`src/include/sram_ctl_pkg.sv`:
```
/*
  Shared constants and types for the burst SRAM cycle control block:
  widths, burst counter constants, reset values and the cycle encoding.
  Assumes a single 200 MHz system clock and no register bus.
*/
package sram_ctl_pkg;
  localparam int ADDR_W = 20;
  localparam int LANES = 4;
  localparam int LANE_W = 9;
  localparam int DATA_W = LANES * LANE_W;
  localparam int BURST_W = 2;
  localparam int FIFO_DEPTH = 16;
  localparam int FIFO_W = ADDR_W + LANES + DATA_W;
  // Burst offset counter constants and lane masks
  localparam logic [BURST_W-1:0] BURST_FIRST = 2'h0;
  localparam logic [BURST_W-1:0] BURST_STEP = 2'h1;
  localparam logic [LANES-1:0] LANES_ALL = 4'hf;
  localparam logic [LANES-1:0] LANES_NONE = 4'h0;
  // Values after reset
  localparam logic [ADDR_W-1:0] ADDR_RST = 20'h0_0000;
  localparam logic [DATA_W-1:0] DATA_RST = 36'h0_0000_0000;
  // Cycles from a sampled read to data standing on the pins
  localparam int RD_LAT_CYC = 2;
  typedef enum logic [1:0] {
    cyc_desel,
    cyc_begin,
    cyc_cont,
    cyc_susp
  } cycle_e;
endpackage

```
`src/hw/sram_wr_fifo.sv`:
```
/*
  Synchronous FIFO with valid/ready on both sides, parameterised width and
  depth. Holds write requests on their way to the storage array.
  Assumes one clock and an active-low asynchronous reset.
*/
module sram_wr_fifo #(
  parameter int WIDTH = 8,
  parameter int DEPTH = 16
) (
  input wire logic i_clk_sys,
  input wire logic i_rst_b,
  input wire logic i_valid,
  output logic o_ready,
  input wire logic [WIDTH-1:0] i_data,
  output logic o_valid,
  input wire logic i_ready,
  output logic [WIDTH-1:0] o_data
);
  localparam int PTR_W = $clog2(DEPTH);
  localparam logic [PTR_W:0] DEPTH_CNT = DEPTH[PTR_W:0];

  logic [WIDTH-1:0] mem_reg [DEPTH];
  logic [PTR_W-1:0] wr_ptr_reg;
  logic [PTR_W-1:0] rd_ptr_reg;
  logic [PTR_W:0] count_reg;
  logic push;
  logic pop;

  // Full and empty come straight from the occupancy count
  assign o_ready = (count_reg != DEPTH_CNT);
  assign o_valid = (count_reg != '0);
  assign o_data = mem_reg[rd_ptr_reg];
  assign push = i_valid && o_ready;
  assign pop = o_valid && i_ready;

  // Storage needs no reset; only the pointers and the count carry state
  always_ff @(posedge i_clk_sys) begin
    if (push) begin
      mem_reg[wr_ptr_reg] <= i_data;
    end
  end

  // Pointers wrap naturally since depth is a power of two
  always_ff @(posedge i_clk_sys or negedge i_rst_b) begin
    if (!i_rst_b) begin
      wr_ptr_reg <= '0;
      rd_ptr_reg <= '0;
      count_reg <= '0;
    end else begin
      if (push) begin
        wr_ptr_reg <= wr_ptr_reg + 1'b1;
      end
      if (pop) begin
        rd_ptr_reg <= rd_ptr_reg + 1'b1;
      end
      if (push && !pop) begin
        count_reg <= count_reg + 1'b1;
      end else if (pop && !push) begin
        count_reg <= count_reg - 1'b1;
      end
    end
  end
endmodule

```
`src/hw/sram_cycle_ctl.sv`:
```
/*
  Cycle decoder and burst control of a pipelined burst SRAM. Samples the
  selects, strobes, advance and write inputs each rising edge, drives the
  storage array ports and the data pins.
  Assumes the bus master runs on i_clk_sys, so its inputs need no
  synchroniser; the output enable pin acts without the clock.
*/
module sram_cycle_ctl (
  input wire logic i_clk_sys,
  input wire logic i_rst_b,
  input wire logic i_chip_sel_low_a,
  input wire logic i_chip_sel_high,
  input wire logic i_chip_sel_low_b,
  input wire logic i_proc_addr_load_n,
  input wire logic i_ctrl_addr_load_n,
  input wire logic i_burst_advance_n,
  input wire logic i_all_bytes_write_n,
  input wire logic i_byte_write_gate_n,
  input wire logic i_lane0_write_n,
  input wire logic i_lane1_write_n,
  input wire logic i_lane2_write_n,
  input wire logic i_lane3_write_n,
  input wire logic i_linear_order_sel_n,
  input wire logic i_out_en_n,
  input wire logic [sram_ctl_pkg::ADDR_W-1:0] i_addr,
  input wire logic [sram_ctl_pkg::DATA_W-1:0] i_dq,
  output logic [sram_ctl_pkg::DATA_W-1:0] o_dq,
  output logic o_dq_oe_n,
  output logic o_arr_rd_en,
  output logic [sram_ctl_pkg::ADDR_W-1:0] o_arr_rd_addr,
  input wire logic [sram_ctl_pkg::DATA_W-1:0] i_arr_rd_data,
  output logic o_arr_wr_valid,
  input wire logic i_arr_wr_ready,
  output logic [sram_ctl_pkg::ADDR_W-1:0] o_arr_wr_addr,
  output logic [sram_ctl_pkg::LANES-1:0] o_arr_wr_lanes,
  output logic [sram_ctl_pkg::DATA_W-1:0] o_arr_wr_data,
  output logic o_wr_ready
);
  import sram_ctl_pkg::*;

  cycle_e cyc;
  logic chip_en;
  logic wr_qual;
  logic is_rd;
  logic is_wr;
  logic [LANES-1:0] lanes;
  logic [ADDR_W-1:0] eff_addr;
  logic [BURST_W-1:0] cur_off;
  logic [BURST_W-1:0] cnt_next;
  logic [ADDR_W-BURST_W-1:0] base_reg;
  logic [BURST_W-1:0] start_reg;
  logic [BURST_W-1:0] cnt_reg;
  logic rd_en_reg;
  logic [ADDR_W-1:0] rd_addr_reg;
  logic drive_reg;
  logic [DATA_W-1:0] dq_reg;
  logic [FIFO_W-1:0] fifo_out;

  // Offset of a beat: sum for linear order, XOR for interleaved
  function automatic logic [BURST_W-1:0] beat_off(input logic lin,
                                                  input logic [BURST_W-1:0] s,
                                                  input logic [BURST_W-1:0] c);
    beat_off = lin ? BURST_W'(s + c) : (s ^ c);
  endfunction

  assign chip_en = i_chip_sel_high && !i_chip_sel_low_a && !i_chip_sel_low_b;

  // Write qualifier and lane mask; global write overrides the lane inputs
  always_comb begin
    if (!i_all_bytes_write_n) begin
      lanes = LANES_ALL;
    end else if (!i_byte_write_gate_n) begin
      lanes = ~{i_lane3_write_n, i_lane2_write_n, i_lane1_write_n, i_lane0_write_n};
    end else begin
      lanes = LANES_NONE;
    end
  end
  assign wr_qual = (lanes != LANES_NONE);

  // Cycle decode; processor strobe counts only with first select low
  always_comb begin
    is_wr = 1'b0;
    if (!i_chip_sel_low_a && !i_proc_addr_load_n) begin
      cyc = chip_en ? cyc_begin : cyc_desel;
    end else if (!i_ctrl_addr_load_n) begin
      cyc = chip_en ? cyc_begin : cyc_desel;
      is_wr = chip_en && wr_qual;
    end else begin
      cyc = i_burst_advance_n ? cyc_susp : cyc_cont;
      is_wr = wr_qual;
    end
  end
  assign is_rd = (cyc != cyc_desel) && !is_wr;

  // Next counter value; only a strobe or an accepted advance moves it
  always_comb begin
    case (cyc)
      cyc_begin: cnt_next = BURST_FIRST;
      cyc_cont: cnt_next = cnt_reg + BURST_STEP;
      cyc_susp: cnt_next = cnt_reg;
      cyc_desel: cnt_next = cnt_reg;
      default: cnt_next = cnt_reg;
    endcase
  end

  // Address used by this cycle: external on a begin, internal otherwise
  assign cur_off = beat_off(i_linear_order_sel_n == 1'b0, start_reg, cnt_next);
  assign eff_addr = (cyc == cyc_begin) ? i_addr : {base_reg, cur_off};

  // Burst address state, sampled on the rising edge only
  always_ff @(posedge i_clk_sys or negedge i_rst_b) begin
    if (!i_rst_b) begin
      base_reg <= ADDR_RST[ADDR_W-1:BURST_W];
      start_reg <= BURST_FIRST;
      cnt_reg <= BURST_FIRST;
    end else begin
      if (cyc == cyc_begin) begin
        base_reg <= i_addr[ADDR_W-1:BURST_W];
        start_reg <= i_addr[BURST_W-1:0];
      end
      cnt_reg <= cnt_next;
    end
  end

  // Read issue stage; dummy reads issue too so the counter story matches
  always_ff @(posedge i_clk_sys or negedge i_rst_b) begin
    if (!i_rst_b) begin
      rd_en_reg <= 1'b0;
      rd_addr_reg <= ADDR_RST;
    end else begin
      rd_en_reg <= is_rd;
      if (is_rd) begin
        rd_addr_reg <= eff_addr;
      end
    end
  end
  assign o_arr_rd_en = rd_en_reg;
  assign o_arr_rd_addr = rd_addr_reg;

  // Output stage; a deselect or write leaves the drive schedule clear
  always_ff @(posedge i_clk_sys or negedge i_rst_b) begin
    if (!i_rst_b) begin
      drive_reg <= 1'b0;
      dq_reg <= DATA_RST;
    end else begin
      drive_reg <= rd_en_reg;
      if (rd_en_reg) begin
        dq_reg <= i_arr_rd_data;
      end
    end
  end
  assign o_dq = dq_reg;
  // Output enable gates drivers with no clock in the path
  assign o_dq_oe_n = !(drive_reg && !i_out_en_n);

  // Writes take the pin data in the same edge; a full FIFO drops them,
  // so the master must watch o_wr_ready, the array cannot stall it
  sram_wr_fifo #(
    .WIDTH(FIFO_W),
    .DEPTH(FIFO_DEPTH)
  ) u_wr_fifo (
    .i_clk_sys(i_clk_sys),
    .i_rst_b(i_rst_b),
    .i_valid(is_wr),
    .o_ready(o_wr_ready),
    .i_data({eff_addr, lanes, i_dq}),
    .o_valid(o_arr_wr_valid),
    .i_ready(i_arr_wr_ready),
    .o_data(fifo_out)
  );
  assign o_arr_wr_addr = fifo_out[FIFO_W-1:LANES+DATA_W];
  assign o_arr_wr_lanes = fifo_out[LANES+DATA_W-1:DATA_W];
  assign o_arr_wr_data = fifo_out[DATA_W-1:0];
endmodule

```
`config.mk`:
```
export PLATFORM = sky130hd
export DESIGN_NAME = sram_cycle_ctl
export DESIGN_NICKNAME = d
export VERILOG_FILES = /design/src/include/sram_ctl_pkg.sv /design/src/hw/sram_wr_fifo.sv /design/src/hw/sram_cycle_ctl.sv
export SDC_FILE = /design/constraint.sdc
export NUM_CORES = 1
export LEC_CHECK = 0
export ABC_AREA = 1
export BUFFER_PORTS_ARGS = -buffer_cell sky130_fd_sc_hd__buf_2
export CAP_MARGIN = 20
export CORE_MARGIN = 3
export CORE_UTILIZATION = 65
export CTS_CLUSTER_DIAMETER = 150
export DETAILED_ROUTE_END_ITERATION = 6
export GPL_TIMING_DRIVEN = 0
export PLACE_DENSITY_LB_ADDON = 0.08
export SKIP_LAST_GASP = 1
export SLEW_MARGIN = 30
export SYNTH_ARGS = -nofsm -noshare
export SYNTH_HDL_FRONTEND = slang
export SYNTH_SLANG_ARGS = --single-unit
```
`constraint.sdc`:
```
create_clock -name i_clk_sys -period 7.7 [get_ports i_clk_sys]
set_input_delay 1.54 -clock i_clk_sys [delete_from_list [all_inputs] [get_ports i_clk_sys]]
set_output_delay 1.54 -clock i_clk_sys [all_outputs]
set_load 0.01 [all_outputs]
```
==> summary.md <==
| Metric | Value |
|---|---|
| Outcome | completed |
| Post-cts resize count | 0 |
| Max Fclk | 193 MHz |
| Synthesis-to-layout area growth | 16.8% |
| Syn Std Cell Area | between 40000 and 50000 sq um |
| Gate Count Post-Synth | 3206 |
| Post-synth EDFFs | 960 |
| Final Net Count | around 3.7k |
| RSZ-0062 raised after global routing | false |
| Starting Density | about two thirds |
| Synth Flop Type | edfxtp_1 |
| Setup violators final | 0 |
| Met2 Track Usage GR | between 50 and 60% |
| Asr flop ratio synth | about 8.8% |
| Global-route wire length before repair | around 170 mm |
| DRT antenna net count | 0 |
| Total number of vias | between 20k and 30k |
| CTS sink cnt | about 1.1k |
| Post-route DRC | 0 |
| Row count | between 90 and 100 |
| Max-Cap Viols | 0 |
| GRT Total Usage | 33.1% |
| Synth top area cells | edfxtp_1, nor2_1, o21ai_0, dfrtp_1, o211ai_1 |
| Worst-Margin Slew | roughly 1000 ps |
| Final Critical Period | 5180 ps |
| Syn Nets | 3331 |
| Critical Path AT | between 3000 and 4000 ps |
| Post-CTS setup buffers | 0 |
| Leak | between 15 and 20 nW |
| Crit-path cells | inv_1, clkbuf_2, clkbuf_1, o211ai_1, nand3_1, nand2_1, buf_2 |
| TritonCTS clock tree | built |
| Layout cells sized above 1 | around 15% |
| Latest clock arrival within the worst-skew pair | between 600 and 700 ps |
| Peak supply drop | between 0.0002 and 0.0003 V |
| Max reg flops | 960 |
| CTS Buf Count | 100 |
| Hold Vio Cnt, Final | 0 |
| Met3 usage | 5.30% |
| Power density cells | ~380 nW/um^2 |
| Slowest Stage Delay on Critical Path | 830 ps |
| CP max stage cell | clkbuf_1 |
| Setup TNS Final | 0 ps |
| Yosys top cell area share | around 69% |
| Initial antenna violation count | 4 |
| Width of the die | between 200 and 300 microns |
| Crit end category | output port |
| Worst path required time | 6160 ps |
| Syn_area_per_cell | 13.0 sq um |
| Most frequent cell after synthesis | edfxtp_1 |
| GR peak layer | met2 |
| GRT overflow | 0 |
| Sequential fraction of the synthesis area | 74.8% |
| Routed Wire Length | 112 mm |
| Cell variety after synth | 27 |
| Vias in the first global route | ~28k |
| Largest net degree at the start of global routing | between 60 and 70 |
| Inserted Diodes | 0 |
| WL/cell | 24.8 microns |
| Routability cong. | approximately 0.87 |
| Clock Root Buffer | clkbuf_16 |
| Port buffer count | 228 |
| Die area | 67200 sq um |
| FF+latch count, synth | ~1.1k |
| Tcrit/Tclk final | 67.2% |
| Initial detailed-routing violation count | approximately 3.6k |
| Max clock buf depth | 3 |
| IO Count | roughly 230 |
| CTS Hold Bufs | 0 |
| Min-Delay Path Class | flip-flop to flip-flop |
| Pre-CTS setup slack | about 3000 ps |
| First-pass iteration count of the detailed router | 6 |
| Worst Skew | between 20 and 25 ps |
| Worst Setup Path Type | flip-flop to output port |
| Top post-synthesis cells by count | edfxtp_1, nor2_1, o21ai_0 |
| Startpoint types | flip-flop |
| Synth warn | 0 |
| Avg Vias per Cell | about 6.3 |
| Clk slew on worst S/H paths | ~60 ps |
| H-tree depth | 3 |
| Post-synth top area cell | edfxtp_1 |
| Final worst setup slack | roughly 2500 ps |
| Die H | ~260 microns |
| Detail Placement HPWL | 73.8 mm |
| CP Max Fanout | 10 |
| Grt met1 use | between 40% and 50% |
| Worst slew margin | a little under a third |
| Core Area | around 63000 sq um |
| Slew Viols, Final | 0 |
==> cell usage in the layout (no fill, tap or decap), types with 49 or more instances in the layout <==
| cell type | instances |
|---|---|
| a21oi_1 | 49 |
| o211ai_1 | 240 |
| nor2_1 | 633 |
| buf_2 | 274 |
| nand2_1 | 227 |
| edfxtp_1 | 960 |
| o21ai_0 | 473 |
| inv_1 | 77 |
| clkbuf_1 | 146 |
| clkbuf_16 | 103 |
| dfrtp_1 | 93 |
| nand3_1 | 130 |
==> worst max-delay path, delay by kind of cell (launching register included) <==
family / cells / cell delay (ps)
simple gates: 2 / 350
buf+inv: 4 / 1650
compound gates: 1 / 450
flops: 1 / 500
==> layout make-up <==
class	instances	area, sq um
inverter	79	297
clock buffer	143	2830
timing repair buffer	282	2550
fill	3766	14500
buffer	215	1010
tap	846	1060
multi-input combinational	1859	9340
sequential	1053	31200
clock inverter	41	453
==> cells by family after synthesis <==
group | share of synthesized area [%]
DFF | 74.8
and+or+nand+nor | 9.52
AOI/OAI and AO/OA | 10.9
buffers and inverters | 3.12
muxes | 0.973
adders and majority gates | 0.498
xor gates and xnor gates | 0.210
==> worst paths after layout <==
kind | from | to | slack [ps] | cells after the start
worst max-delay path | u_wr_fifo.rd_ptr_reg[2]$_DFFE_PN0P_ | o_arr_wr_addr[19] | 2520 | 7
worst min-delay path | o_arr_rd_en$_DFF_PN0_ | drive_reg$_DFF_PN0_ | 420 | 0
worst max register to register | u_wr_fifo.count_reg[1]$_DFFE_PN0P_ | u_wr_fifo.mem_reg[3][15]$_DFFE_PP_ | 4890 | 8
worst min register to register | o_arr_rd_en$_DFF_PN0_ | drive_reg$_DFF_PN0_ | 420 | 0
max in group asynchronous | i_rst_b | u_wr_fifo.wr_ptr_reg[1]$_DFFE_PN0P_ | 6300 | 2
min in group asynchronous | i_rst_b | o_dq[21]$_DFFE_PN0P_ | 750 | 1
==> metrics by stage <==
stage	util (%)	instances	instance area, sq um	power [mW]	hold WS (ps)
final	77.0	4518	48700	18.4	416
after global routing	77.0	4518	48700	19.2	432
after CTS	77.0	4518	48700	18.4	424
after detailed placement	71.8	4334	45400	13.5	409
after global placement	69.4	4280	43900	13.1	428
after floorplan	-	3206	41700	10.8	433
==> report_power, final <==
group | switching [mW] | internal [mW] | leakage, nW
clock network | 2.07 | 2.85 | 1.61
registers | 0.150 | 6.81 | 9.81
logic | 4.63 | 1.93 | 5.65
total | 6.85 | 11.6 | 17.1
==> layer usage <==
layer	wire length [microns]	part of all wire (%)
met1	40900	37
met3	9680	8.6
met2	55700	50
met5	69	0.062
met4	5550	5.0
No activity file was read; power rests on OpenSTA's default activity.
